**src/design/birm_consts.vh**
```
/*
 * constants for the bridge interrupt routing and mailbox block:
 * register offsets, bit positions of the direction and control words,
 * fixed direction values and reset values.
 * assumes a byte-addressed register port of 12 address bits.
 */
`ifndef BIRM_CONSTS_VH
`define BIRM_CONSTS_VH

// ==========================================================
// register offsets
`define BIRM_OFS_STEER 12'h608
`define BIRM_OFS_ENABLE 12'h600
`define BIRM_OFS_STATUS 12'h604
`define BIRM_OFS_TRIG_HI 12'h60c
`define BIRM_OFS_MAILBOX_WORD_0 12'h700
`define BIRM_OFS_MAILBOX_WORD_1 12'h704
`define BIRM_OFS_MAILBOX_WORD_2 12'h708

// ==========================================================
// source bit positions, shared by enable, status and steering words
`define BIRM_B_PCI_ERRLOG 31
`define BIRM_B_LOCAL_ERRLOG 30
`define BIRM_B_MASTER_PARITY 29
`define BIRM_B_PCI_STATUS_SET 28
`define BIRM_B_DMA_LOCAL_ERR 27
`define BIRM_B_DMA_PCI_ERR 26
`define BIRM_B_DMA_RESET 25
`define BIRM_B_DMA_DONE 24
`define BIRM_B_PCI_IRQ_IN 23
`define BIRM_B_PCI_PARITY 22
`define BIRM_B_SYSTEM_ERROR 21
`define BIRM_B_LOCAL_IRQ_IN 20
`define BIRM_B_MAILBOX3 19
`define BIRM_B_MAILBOX2 18
`define BIRM_B_MAILBOX1 17
`define BIRM_B_MAILBOX0 16
`define BIRM_B_LOCAL_PARITY 15
`define BIRM_B_POWER_CHANGE 14
`define BIRM_B_OUT_POST_NONEMPTY 13
`define BIRM_B_IN_POST_NEW 12
`define BIRM_B_SOFT_IRQ3 3
`define BIRM_B_SOFT_IRQ2 2
`define BIRM_B_SOFT_IRQ1 1
`define BIRM_B_SOFT_IRQ0 0

// ==========================================================
// writable steering bits and the fixed ones (which read 1 / 0)
`define BIRM_STEER_RW_MASK 32'hff0f_8f0f
`define BIRM_STEER_FIXED_ONE 32'h0010_2000
// soft irq triggers live in the low nibble of the enable and trigger words
`define BIRM_ENABLE_RW_MASK 32'hffff_fffc
// mailbox 0-2 and soft irq bits are set by writes only, bits 7:4 unused
`define BIRM_SRC_MASK 32'hfff8_ff00
`define BIRM_SOFT_MASK 32'h0000_000f
`define BIRM_ZERO32 32'h0000_0000

`endif

```
**src/design/birm_core.v**
```verilog
/*
 * interrupt routing and mailbox core: steering word, enable word,
 * pending status, soft irq triggers and three mailbox words.
 * assumes a single-cycle register port with read data one cycle later,
 * and source events given as one-cycle pulses synchronous to clk.
 */
// Chosen here: the plain strobed port.
`timescale 1ns/100ps
`include "birm_consts.vh"

// Notes on behaviour
// pci error log steered by its bit
// local error log steered by its bit
// master parity detect steered by its bit
// pci status set steered by its bit
// four dma interrupts each steered
// five sources fixed to local bus
// local irq input fixed to pci
// outbound post nonempty fixed to pci
// four mailbox interrupts each steered, reset 0
// local parity error steered by its bit
// four list interrupts each steered
// soft irqs 0 to 3 steered, reset 0
// source needs enable bit to reach bus; soft irqs 0 to 3 reach it ungated
// write 1 sets soft irq3 pending, reads 0
// write 1 sets soft irq2 pending, reads 0
// trigger word for soft irq 2/3 at 60c
// mailbox 0 at 700, cleared by reset
// mailboxes 1 and 2 at 704, 708
// enable bits reset to 0 blocking sources
// soft irq 0/1 triggered from enable word
// bus output high while any routed pending
// mailbox write raises its pending bit
module birm_core
(
    input wire clk,
    input wire rst,
    input wire [11:0] reg_addr,
    input wire [31:0] reg_wdata,
    input wire reg_wr,
    input wire reg_rd,
    output reg [31:0] reg_rdata_ff,
    input wire [31:0] src_event,
    output reg local_irq_ff,
    output reg pci_irq_ff
);

    // ==========================================================
    // state
    reg [31:0] steer_ff;
    reg [31:0] enable_ff;
    reg [31:0] pend_ff;
    reg [31:0] mailbox_word_0_ff;
    reg [31:0] mailbox_word_1_ff;
    reg [31:0] mailbox_word_2_ff;
    reg [31:0] nxt_pend;
    reg [31:0] nxt_rdata;
    reg [31:0] set_vec;
    wire [31:0] steer_eff;
    wire [31:0] live;

    function hit;
        input [11:0] a;
        input [11:0] ofs;
        begin
            hit = (a == ofs);
        end
    endfunction

    // ==========================================================
    // routing
    // fixed bits forced here so a stray write can never move them
    assign steer_eff = (steer_ff & `BIRM_STEER_RW_MASK) | `BIRM_STEER_FIXED_ONE;
    assign live = pend_ff & enable_ff;

    // ==========================================================
    // pending set/clear; set beats a same-cycle write-one-to-clear
    always @*
    begin
        set_vec = src_event & `BIRM_SRC_MASK;
        if (reg_wr && hit(reg_addr, `BIRM_OFS_ENABLE))
        begin
            set_vec[`BIRM_B_SOFT_IRQ0] = reg_wdata[`BIRM_B_SOFT_IRQ0];
            set_vec[`BIRM_B_SOFT_IRQ1] = reg_wdata[`BIRM_B_SOFT_IRQ1];
        end
        if (reg_wr && hit(reg_addr, `BIRM_OFS_TRIG_HI))
        begin
            set_vec[`BIRM_B_SOFT_IRQ2] = reg_wdata[`BIRM_B_SOFT_IRQ2];
            set_vec[`BIRM_B_SOFT_IRQ3] = reg_wdata[`BIRM_B_SOFT_IRQ3];
        end
        set_vec[`BIRM_B_MAILBOX0] = reg_wr && hit(reg_addr, `BIRM_OFS_MAILBOX_WORD_0);
        set_vec[`BIRM_B_MAILBOX1] = reg_wr && hit(reg_addr, `BIRM_OFS_MAILBOX_WORD_1);
        set_vec[`BIRM_B_MAILBOX2] = reg_wr && hit(reg_addr, `BIRM_OFS_MAILBOX_WORD_2);
        // mailbox 3 lives elsewhere; its event comes in on the source vector
        set_vec[`BIRM_B_MAILBOX3] = src_event[`BIRM_B_MAILBOX3];
        nxt_pend = pend_ff;
        if (reg_wr && hit(reg_addr, `BIRM_OFS_STATUS))
        begin
            nxt_pend = pend_ff & ~reg_wdata;
        end
        nxt_pend = nxt_pend | set_vec;
    end

    // ==========================================================
    // read mux; trigger bits always read back zero
    always @*
    begin
        nxt_rdata = `BIRM_ZERO32;
        if (reg_rd)
        begin
            case (reg_addr)
                `BIRM_OFS_STEER: nxt_rdata = steer_eff;
                `BIRM_OFS_ENABLE: nxt_rdata = enable_ff & `BIRM_ENABLE_RW_MASK;
                `BIRM_OFS_STATUS: nxt_rdata = pend_ff;
                `BIRM_OFS_TRIG_HI: nxt_rdata = `BIRM_ZERO32;
                `BIRM_OFS_MAILBOX_WORD_0: nxt_rdata = mailbox_word_0_ff;
                `BIRM_OFS_MAILBOX_WORD_1: nxt_rdata = mailbox_word_1_ff;
                `BIRM_OFS_MAILBOX_WORD_2: nxt_rdata = mailbox_word_2_ff;
                default: nxt_rdata = `BIRM_ZERO32;
            endcase
        end
    end

    // ==========================================================
    // registers
    always @(posedge clk or posedge rst)
    begin
        if (rst)
        begin
            steer_ff <= `BIRM_STEER_FIXED_ONE;
            enable_ff <= `BIRM_ZERO32;
            pend_ff <= `BIRM_ZERO32;
            mailbox_word_0_ff <= `BIRM_ZERO32;
            mailbox_word_1_ff <= `BIRM_ZERO32;
            mailbox_word_2_ff <= `BIRM_ZERO32;
            reg_rdata_ff <= `BIRM_ZERO32;
            local_irq_ff <= 1'b0;
            pci_irq_ff <= 1'b0;
        end
        else
        begin
            if (reg_wr && hit(reg_addr, `BIRM_OFS_STEER))
            begin
                // writable steering bits
                steer_ff <= (reg_wdata & `BIRM_STEER_RW_MASK) | `BIRM_STEER_FIXED_ONE;
            end
            if (reg_wr && hit(reg_addr, `BIRM_OFS_ENABLE))
            begin
                enable_ff <= reg_wdata & `BIRM_ENABLE_RW_MASK;
            end
            if (reg_wr && hit(reg_addr, `BIRM_OFS_MAILBOX_WORD_0))
            begin
                mailbox_word_0_ff <= reg_wdata;
            end
            if (reg_wr && hit(reg_addr, `BIRM_OFS_MAILBOX_WORD_1))
            begin
                mailbox_word_1_ff <= reg_wdata;
            end
            if (reg_wr && hit(reg_addr, `BIRM_OFS_MAILBOX_WORD_2))
            begin
                mailbox_word_2_ff <= reg_wdata;
            end
            pend_ff <= nxt_pend;
            reg_rdata_ff <= nxt_rdata;
            // soft irq enables share the trigger nibble, so soft irqs pass ungated
            local_irq_ff <= |((live | (pend_ff & `BIRM_SOFT_MASK)) & ~steer_eff);
            pci_irq_ff <= |((live | (pend_ff & `BIRM_SOFT_MASK)) & steer_eff);
        end
    end

endmodule // birm_core

```
**config.mk**
```make
export PLATFORM = sky130hd
export DESIGN_NAME = birm_core
export DESIGN_NICKNAME = d
export VERILOG_FILES = /design/src/design/birm_core.v
export VERILOG_INCLUDE_DIRS = /design/src /design/src/design
export SDC_FILE = /design/constraint.sdc
export NUM_CORES = 1
export LEC_CHECK = 0
export ABC_AREA = 1
export BUFFER_PORTS_ARGS = -buffer_cell sky130_fd_sc_hd__buf_2
export CAP_MARGIN = 30
export CORE_ASPECT_RATIO = 0.8
export CORE_UTILIZATION = 45
export CTS_BUF_LIST = sky130_fd_sc_hd__clkbuf_16
export DETAILED_ROUTE_END_ITERATION = 10
export PLACE_DENSITY = 0.61
export SLEW_MARGIN = 10
export SYNTH_ARGS = -nofsm -noshare
export SYNTH_HDL_FRONTEND = slang
export SYNTH_SLANG_ARGS = --single-unit
```
**constraint.sdc**
```tcl
create_clock -name clk -period 19.2 [get_ports clk]
set_input_delay 3.84 -clock clk [delete_from_list [all_inputs] [get_ports clk]]
set_output_delay 3.84 -clock clk [all_outputs]
set_load 0.1 [all_outputs]
```
# Word level (Yosys, flattened, before mapping)
# Cells that the tools add are included.
[totals]
ff_bits = 213
in_bits = 80
elab_cells = 38
[classes]
muxes = 5
reduce_logical = 9
n_bitwise = 8
eq_ne = 7
[ops]
columns = ["op", "n"]
rows = [
  ["32-bit one-hot mux with 6 select lines", 1],
  ["32-bit AND", 4],
  ["12-bit by 11-bit equality test with 1-bit output (second input constant)", 7],
  ["32-bit two-way mux", 2],
  ["32-bit NOT", 2],
  ["32-bit OR reduction", 2],
  ["32-bit bitwise OR", 1],
  ["32-bit by 4-bit bitwise OR with 32-bit output", 1],
  ["1-bit logical AND", 7],
  ["2-bit two-way mux", 2],
]

# Logic depth before layout (Yosys ltp)
# Gate-level depths: netlist of the first run.
[depth]
ltp_word = 4
ltp_mapped = 12
mapped_depth_nobuf = 10

# Worst setup path after synthesis of the first run
# Ideal clock, no wire load.
[synth_timing]
path_type = "input to register"
startpoint = "input port reg_addr[5]"
endpoint = "register pend_ff[10]"
cell_stages = 9
t_required_ns = 19.080
t_arrival_ns = 4.823
setup_slack_ns = 14.256
cell_sequence = "nor2_1 > nand2_2 > nor2_2 > buf_4 > nand3_2 > buf_6 > buf_6 > o21ai_1 > nand2_1"
[synth_via]
elab_chain_len = 4
[synth_rtl]
columns = ["item", "line", "text"]
rows = [
  ["start: declaration", "birm_core.v:38", "input wire [11:0] reg_addr,"],
  ["12-bit by 11-bit equality test with 1-bit output", "birm_core.v:66", "hit = (a == ofs);"],
  ["1-bit logical AND", "birm_core.v:97", "if (reg_wr && hit(reg_addr, `BIRM_OFS_STATUS))"],
  ["32-bit two-way mux", "birm_core.v:97", ""],
  ["32-bit bitwise OR", "birm_core.v:101", "nxt_pend = nxt_pend | set_vec;"],
  ["net nxt_pend[10]", "birm_core.v:56", "reg [31:0] nxt_pend;"],
  ["end signal: assignment", "birm_core.v:132", "pend_ff <= `BIRM_ZERO32;"],
  ["end signal: assignment", "birm_core.v:163", "pend_ff <= nxt_pend;"],
  ["end: declaration", "birm_core.v:52", "reg [31:0] pend_ff;"],
]
# The timed path passes the listed nets, and every way through them passes these cells.
# A chain may end at the register's enable or synchronous reset.

# Worst setup path after layout of the first run
[layout_timing]
startpoint = "input port reg_addr[11]"
endpoint = "register reg_rdata_ff[0]"
[layout_via]
elab_chain_len = 3
word_cells_on_any_way = 8
[layout_rtl]
columns = ["item", "line", "text"]
rows = [
  ["12-bit by 11-bit equality test with 1-bit output", "birm_core.v:111", "case (reg_addr)"],
  ["32-bit one-hot mux with 6 select lines *", "birm_core.v:111", ""],
  ["32-bit two-way mux *", "birm_core.v:109", "if (reg_rd)"],
  ["net nxt_rdata[0]", "birm_core.v:57", "reg [31:0] nxt_rdata;"],
  ["end signal: assignment", "birm_core.v:136", "reg_rdata_ff <= `BIRM_ZERO32;"],
  ["end signal: assignment", "birm_core.v:164", "reg_rdata_ff <= nxt_rdata;"],
  ["end: declaration", "birm_core.v:42", "output reg [31:0] reg_rdata_ff,"],
]
# The timed path passes the listed nets; every way through them passes the cells marked *.

==> results.yml, run 1 <==
setup_path:
  worst-path-max-fanout: 74
  crit_chain: "buf_2 > inv_1 > nand2_1 > nor2_4 > buf_4 > nand3_1 > nand2_1 > nor2_1 > nand2_1 > nand2_1 > nor2_1"
  path_class: "input port to register"
  cp_slowest_cell: "buf_4"
  cpPeakStageDelay_ps: 710
  critPathTopFamily: "simple AND/OR/NAND/NOR gates"
  cp_common_cell: "nand2_1"
  start_kind: "input port"
  crit_buf_inv: 3
  cp.required_ps: 19610
  worstSetupEndpointType: "register"
  worstPathArrival_ps: 6730
synthesis:
  async_flop_share_pct: 100.0
  synth_edf_count: 0
  yosysSeqAreaShare_pct: 54.56
  avgSynthCellArea_um2: 8.286
  post_synth_inst_count: 1179
  syn_area_um2: 9769
  synth_ff_type: "dfrtp_1"
  ys_warn_count: 0
  synth_cell_types: 23
  syn_nets: 1259
  ys_seq_elements: 213
route:
  routed_wirelength_mm: 25.55
  wl_per_cell_um: 16.78
  vias: 8133
  drt_iter0_drc: 829
  first_pass_iters: 5
  remaining_drc_errors: 0
  routed_via_density: 5.340
  antenna_left: 0
cells_and_area:
  final_area_um2: 11080
  regArea_um2: 5330
  diodes: 0
  drive_above_1_share_pct: 13.40
  nets: 1322
  multi_input_area_um2: 3694
  fillers: 2033
  area_delta_synth_final_pct: 13.37
grt:
  grt-ovfl-total: 0
  grt_pass1_wl_mm: 41.55
  grt_usage_pct: 23.58
  antenna_found_initial: 0
  grt_pass1_vias: 7629
  grt_max_degree: 96
clock_tree:
  numCtsBuffers: 23
  ctsRootBufferMaster: "clkbuf_16"
  clkSlewWorstSetupHoldPaths_ps: 60
  cts_max_level: 1
  tritoncts: "yes"
  clock_path_buffers: 3
  hold_buffers: 0
  cts_setup_buffers: 0
  clock_sinks: 213
  cts_resized: 0
  clk_latency_ps: 500
sta:
  final.setup_skew_ps: 6.021
  hold_violations: 0
  finalCriticalPeriod_ps: 6327
  setup_viol: 0
  slew_viol_final: 0
  fin_tns_setup_ps: 0
  rsz0062_at_grt: "false"
  fmax_mhz: 158.1
  relSlewSlack_pct: 39.01
  tightest_slew_ps: 914.9
  period_share_pct: 32.95
worst_hold_path:
  hp-class: "register to register"
placed_design:
  dpl.hpwl_mm: 14.75
  place_congestion: 0.7919
  placed_area_um2: 10340
  portBuffers: 102
pwr:
  finalPower_mw: 0.9197
  power_density_nw_per_um2: 83.04
  vdd_ir_drop_max_mv: 0.04922
  p_leak_nw: 5.497
floorplan:
  num_rows: 47
  die_w_um: 166.7
  die_area_um2: 22310
  io-pin-count: 114
  initial_core_util_pct: 46.53
  die-height_um: 133.8
  coreArea_um2: 20990
job:
  drv_cap: 0
outcome:
  status: "completed"
## stage by stage
step	utilization (%)	hold slack (ps)	std cells	worst slack (ps)
after detailed placement	49.28	473.3	1485	12340
final	52.76	483.7	1523	12870
after CTS	52.68	487.5	1522	12870
after global placement	49.14	467.1	1484	12380
after floorplan	-	453.8	1179	9537
after global routing	52.76	501.5	1523	12660
## cell usage after synthesis, drive strengths merged, types with 7 or more instances
library cell | number | area, µm²
o21bai | 10 | 75.07
nand2 | 271 | 1022
nand3 | 201 | 1021
nand4 | 9 | 56.30
clkbuf | 21 | 78.83
nor2 | 76 | 325.3
a21oi | 25 | 125.1
buf | 55 | 347.8
dfrtp | 213 | 5330
inv | 97 | 364.1
nor3 | 7 | 35.03
o21ai | 184 | 920.9
## final timing paths
path	slack (ps)	from	cells past startpoint	to
setup / recovery	12870	reg_addr[11]	11	reg_rdata_ff[0]
hold / removal	480	mailbox_word_2_ff[14]	2	mailbox_word_2_ff[14]
setup reg to reg	17920	pend_ff[15]	6	local_irq_ff
hold reg to reg	480	mailbox_word_2_ff[14]	2	mailbox_word_2_ff[14]
max in group asynchronous	14500	rst	3	mailbox_word_0_ff[21]
min in group asynchronous	3440	rst	2	mailbox_word_1_ff[30]
## report_power, final
part	internal, mW	leakage [nW]	switching (mW)
clock	0.256	0.358	0.176
combinational	0.00873	2.30	0.0273
sequential	0.451	2.84	0.00107
total	0.715	5.50	0.205
## routing by layer
layer	share of wire, %	track usage, %	vias to the layer above
li1	-	-	3985
met1	50	36.77	3871
met2	43	35.50	247
met3	5.9	2.567	30
met4	1.6	4.784	0
met5	0	0	-
## state kept, by name (all words and copies together), names as in the netlist
name / cells
enable_ff: 30
reg_rdata_ff: 32
steer_ff: 21
mailbox_word_0_ff: 32
pend_ff: 32
pci_irq_ff: 1
local_irq_ff: 1
mailbox_word_2_ff: 32
mailbox_word_1_ff: 32
## cell usage in the layout, fill, tap and decap left out, drive strengths merged
cell type    n
buf        114
nor4         1
o21bai      10
nand3b       4
inv        101
clkbuf      23
bufinv       3
clkinvlp     2
nand4        9
dfrtp      213
o22ai        5
clkinv       5
o21ai      184
nand3      201
nor2        76
nor3         7
a21oi       25
nand2      271
## worst min-delay path, stage by stage (launching register included)
cell and delay (ps):
dfrtp_1 340, nand2_1 50, o21ai_0 60
## logic make-up after synthesis
family	synth area share, %
AO/OA/AOI/OAI	11.80
buffers and inverters	8.094
flip-flops	54.56
AND/OR/NAND/NOR	25.55
## final cells by class
cell class / count / share of cell area, %
inverter: 97 / 3.355
timing repair buffer: 114 / 5.671
clock buffer: 23 / 5.197
multi-input combinational: 793 / 33.35
clock inverter: 14 / 1.265
sequential: 213 / 48.12
tap: 269 / 3.039
No activity file was read; power rests on OpenSTA's default activity.
==> run 2, diff against run 1 <==
--- a/config.mk
+++ b/config.mk
@@ -6,14 +6,14 @@
 export SDC_FILE = /design/constraint.sdc
 export NUM_CORES = 1
 export LEC_CHECK = 0
-export ABC_AREA = 1
+export ABC_AREA = 0
 export BUFFER_PORTS_ARGS = -buffer_cell sky130_fd_sc_hd__buf_2
 export CAP_MARGIN = 30
 export CORE_ASPECT_RATIO = 0.8
 export CORE_UTILIZATION = 45
 export CTS_BUF_LIST = sky130_fd_sc_hd__clkbuf_16
 export DETAILED_ROUTE_END_ITERATION = 10
-export PLACE_DENSITY = 0.61
+export PLACE_DENSITY = 0.64
 export SLEW_MARGIN = 10
 export SYNTH_ARGS = -nofsm -noshare
 export SYNTH_HDL_FRONTEND = slang
==> constraint.sdc (replaced) <==
create_clock -name clk -period 5.3 [get_ports clk]
set_input_delay 1.06 -clock clk [delete_from_list [all_inputs] [get_ports clk]]
set_output_delay 1.06 -clock clk [all_outputs]
set_load 0.1 [all_outputs]
==> run 2 against run 1 <==
- synthesized cell count is 37% lower
- largest cell class unchanged
- critical endpoint is now enable_ff[15]
- via count shrank 19%
- die area is 2.1% lower
- sequential power rose to 3.6 times the previous value
- clock skew is 14 ps higher
- critical path type unchanged
==> results.yml, run 2 <==
floorplan:
  die_w_um: 165.0
  die-height_um: 132.4
  die_area_um2: 21840
  coreArea_um2: 20760
  io-pin-count: 114
  num_rows: 47
  initial_core_util_pct: 46.07
setup_path:
  worst-path-max-fanout: 28
  cp.required_ps: 5680
  worstSetupEndpointType: "register"
  worstPathArrival_ps: 3850
  path_class: "input port to register"
  start_kind: "input port"
outcome:
  status: "completed"
synthesis:
  synth_most_common_cell: "dfrtp_1"
  yosysSeqAreaShare_pct: 55.74
  ys_seq_elements: 213
  syn_nets: 828
  ys_top_cells_by_count: "dfrtp_1, mux2_2, nand3_1"
  netlist_top_cells_area: "dfrtp_1, mux2_2, mux2_1"
  avgSynthCellArea_um2: 12.78
  ys_warn_count: 0
  synth_area_leader_cell: "dfrtp_1"
  async_flop_share_pct: 100.0
  post_synth_inst_count: 748
  synth_ff_type: "dfrtp_1"
  synth_cell_types: 50
  synth_edf_count: 0
  syn_area_um2: 9563
  synth_top_area_share_pct: 55.74
route:
  antenna_left: 0
  wl_per_cell_um: 22.15
  routed_via_density: 5.845
  remaining_drc_errors: 0
  vias: 6599
  drt_iter0_drc: 440
  routed_wirelength_mm: 25.00
  first_pass_iters: 4
cells_and_area:
  diodes: 0
  area_delta_synth_final_pct: 15.19
  final_core_util_pct: 53.06
  layout_commonest_cell: "dfrtp_1"
  final_cell_mix: "dfrtp_1, mux2_2, buf_2"
  drive_above_1_share_pct: 32.33
  nets: 926
clock_tree:
  tritoncts: "yes"
  clkSlewWorstSetupHoldPaths_ps: 60
  ctsRootBufferMaster: "clkbuf_16"
  cts_resized: 0
  cts_setup_buffers: 0
  clk_latency_ps: 510
  numCtsBuffers: 23
  clock_sinks: 213
  clock_path_buffers: 3
  hold_buffers: 0
  cts_max_level: 1
sta:
  slew_viol_final: 0
  tightest_slew_ps: 920.1
  relSlewSlack_pct: 38.66
  hold_violations: 0
  setup_ws_ps: 1831
  fmax_mhz: 288.3
  final.setup_skew_ps: 19.68
  finalCriticalPeriod_ps: 3469
  setup_viol: 0
  rsz0062_at_grt: "false"
  fin_tns_setup_ps: 0
  period_share_pct: 65.46
pwr:
  p_leak_nw: 5.295
  finalPower_mw: 3.256
  vdd_ir_drop_max_mv: 0.1831
  power_density_nw_per_um2: 295.5
placed_design:
  post-place-ws_ps: 1408
  portBuffers: 102
  place_congestion: 0.8495
  dpl.hpwl_mm: 16.17
grt:
  grt_usage_pct: 23.40
  grt-ovfl-total: 0
  grt_max_degree: 131
  grt_pass1_wl_mm: 38.87
  antenna_found_initial: 1
  grt_pass1_vias: 6789
worst_hold_path:
  hp-class: "register to register"
job:
  drv_cap: 0
[run 2: cell types whose count changed after synthesis, sizes merged, moves of 55 or more]
| cell | delta |
|---|---|
| nand2 | -248 |
| o21ai | -173 |
| mux2 | +158 |
| nand3 | -152 |
| inv | -92 |
| nor2 | -55 |
[run 2: final timing paths]
| check | start | to | slack, ps | depth (start not counted) |
|---|---|---|---|---|
| worst max register to register | pend_ff[20] | pci_irq_ff | 3450 | 4 |
| worst max-delay path | reg_addr[8] | enable_ff[15] | 1830 | 6 |
| worst min register to register | mailbox_word_1_ff[0] | mailbox_word_1_ff[0] | 490 | 1 |
| min in group asynchronous | rst | pend_ff[11] | 630 | 3 |
| worst min-delay path | mailbox_word_1_ff[0] | mailbox_word_1_ff[0] | 490 | 1 |
| max in group asynchronous | rst | mailbox_word_0_ff[23] | 4000 | 3 |
[run 2: metrics by stage]
stage               instances  hold slack [ps]  instance area [µm²]
floorplan                 748            452.2                 9567
global placement         1089            461.4                10320
detailed placement       1089            474.8                10320
CTS                      1128            488.5                10990
global route             1129            510.1                11020
finish                   1129            486.2                11020
[run 2: final cells by class]
type                       count  area (µm²)
fill                        1795        9743
sequential                   213        5330
multi-input combinational    482        3956
timing repair buffer         121       698.2
clock buffer                  23       575.6
tap                          269       336.6
clock inverter                16       96.34
inverter                       5       22.52
[run 2: layer usage]
| metal | up-vias | wire length [µm] | global-route usage (%) |
|---|---|---|---|
| met3 | 36 | 1300 | 3.334 |
| met1 | 3386 | 11990 | 35.74 |
| met2 | 195 | 11250 | 34.64 |
| li1 | 2980 | - | - |
| met4 | 2 | 457 | 6.218 |
| met5 | - | 13 | 0 |
[run 2: kinds of logic after synthesis]
| family | Yosys count | share of synthesized area (%) |
|---|---|---|
| DFF | 213 | 55.74 |
| muxes | 197 | 22.69 |
| AOI/OAI and AO/OA | 145 | 10.81 |
| and+or+nand+nor | 140 | 7.851 |
| buffers and inverters | 53 | 2.918 |
[run 2: critical path, cell delays in order]
cell and delay, ps:
buf_2 320, nand4bb_1 440, nor3_2 710, and2_1 390, buf_4 480, mux2_2 400
[run 2: power breakdown]
group	switching [mW]	internal (mW)	total, mW
clock network	0.632	0.831	1.46
logic	0.108	0.0478	0.156
registers	0.00392	1.63	1.64
total	0.745	2.51	3.26
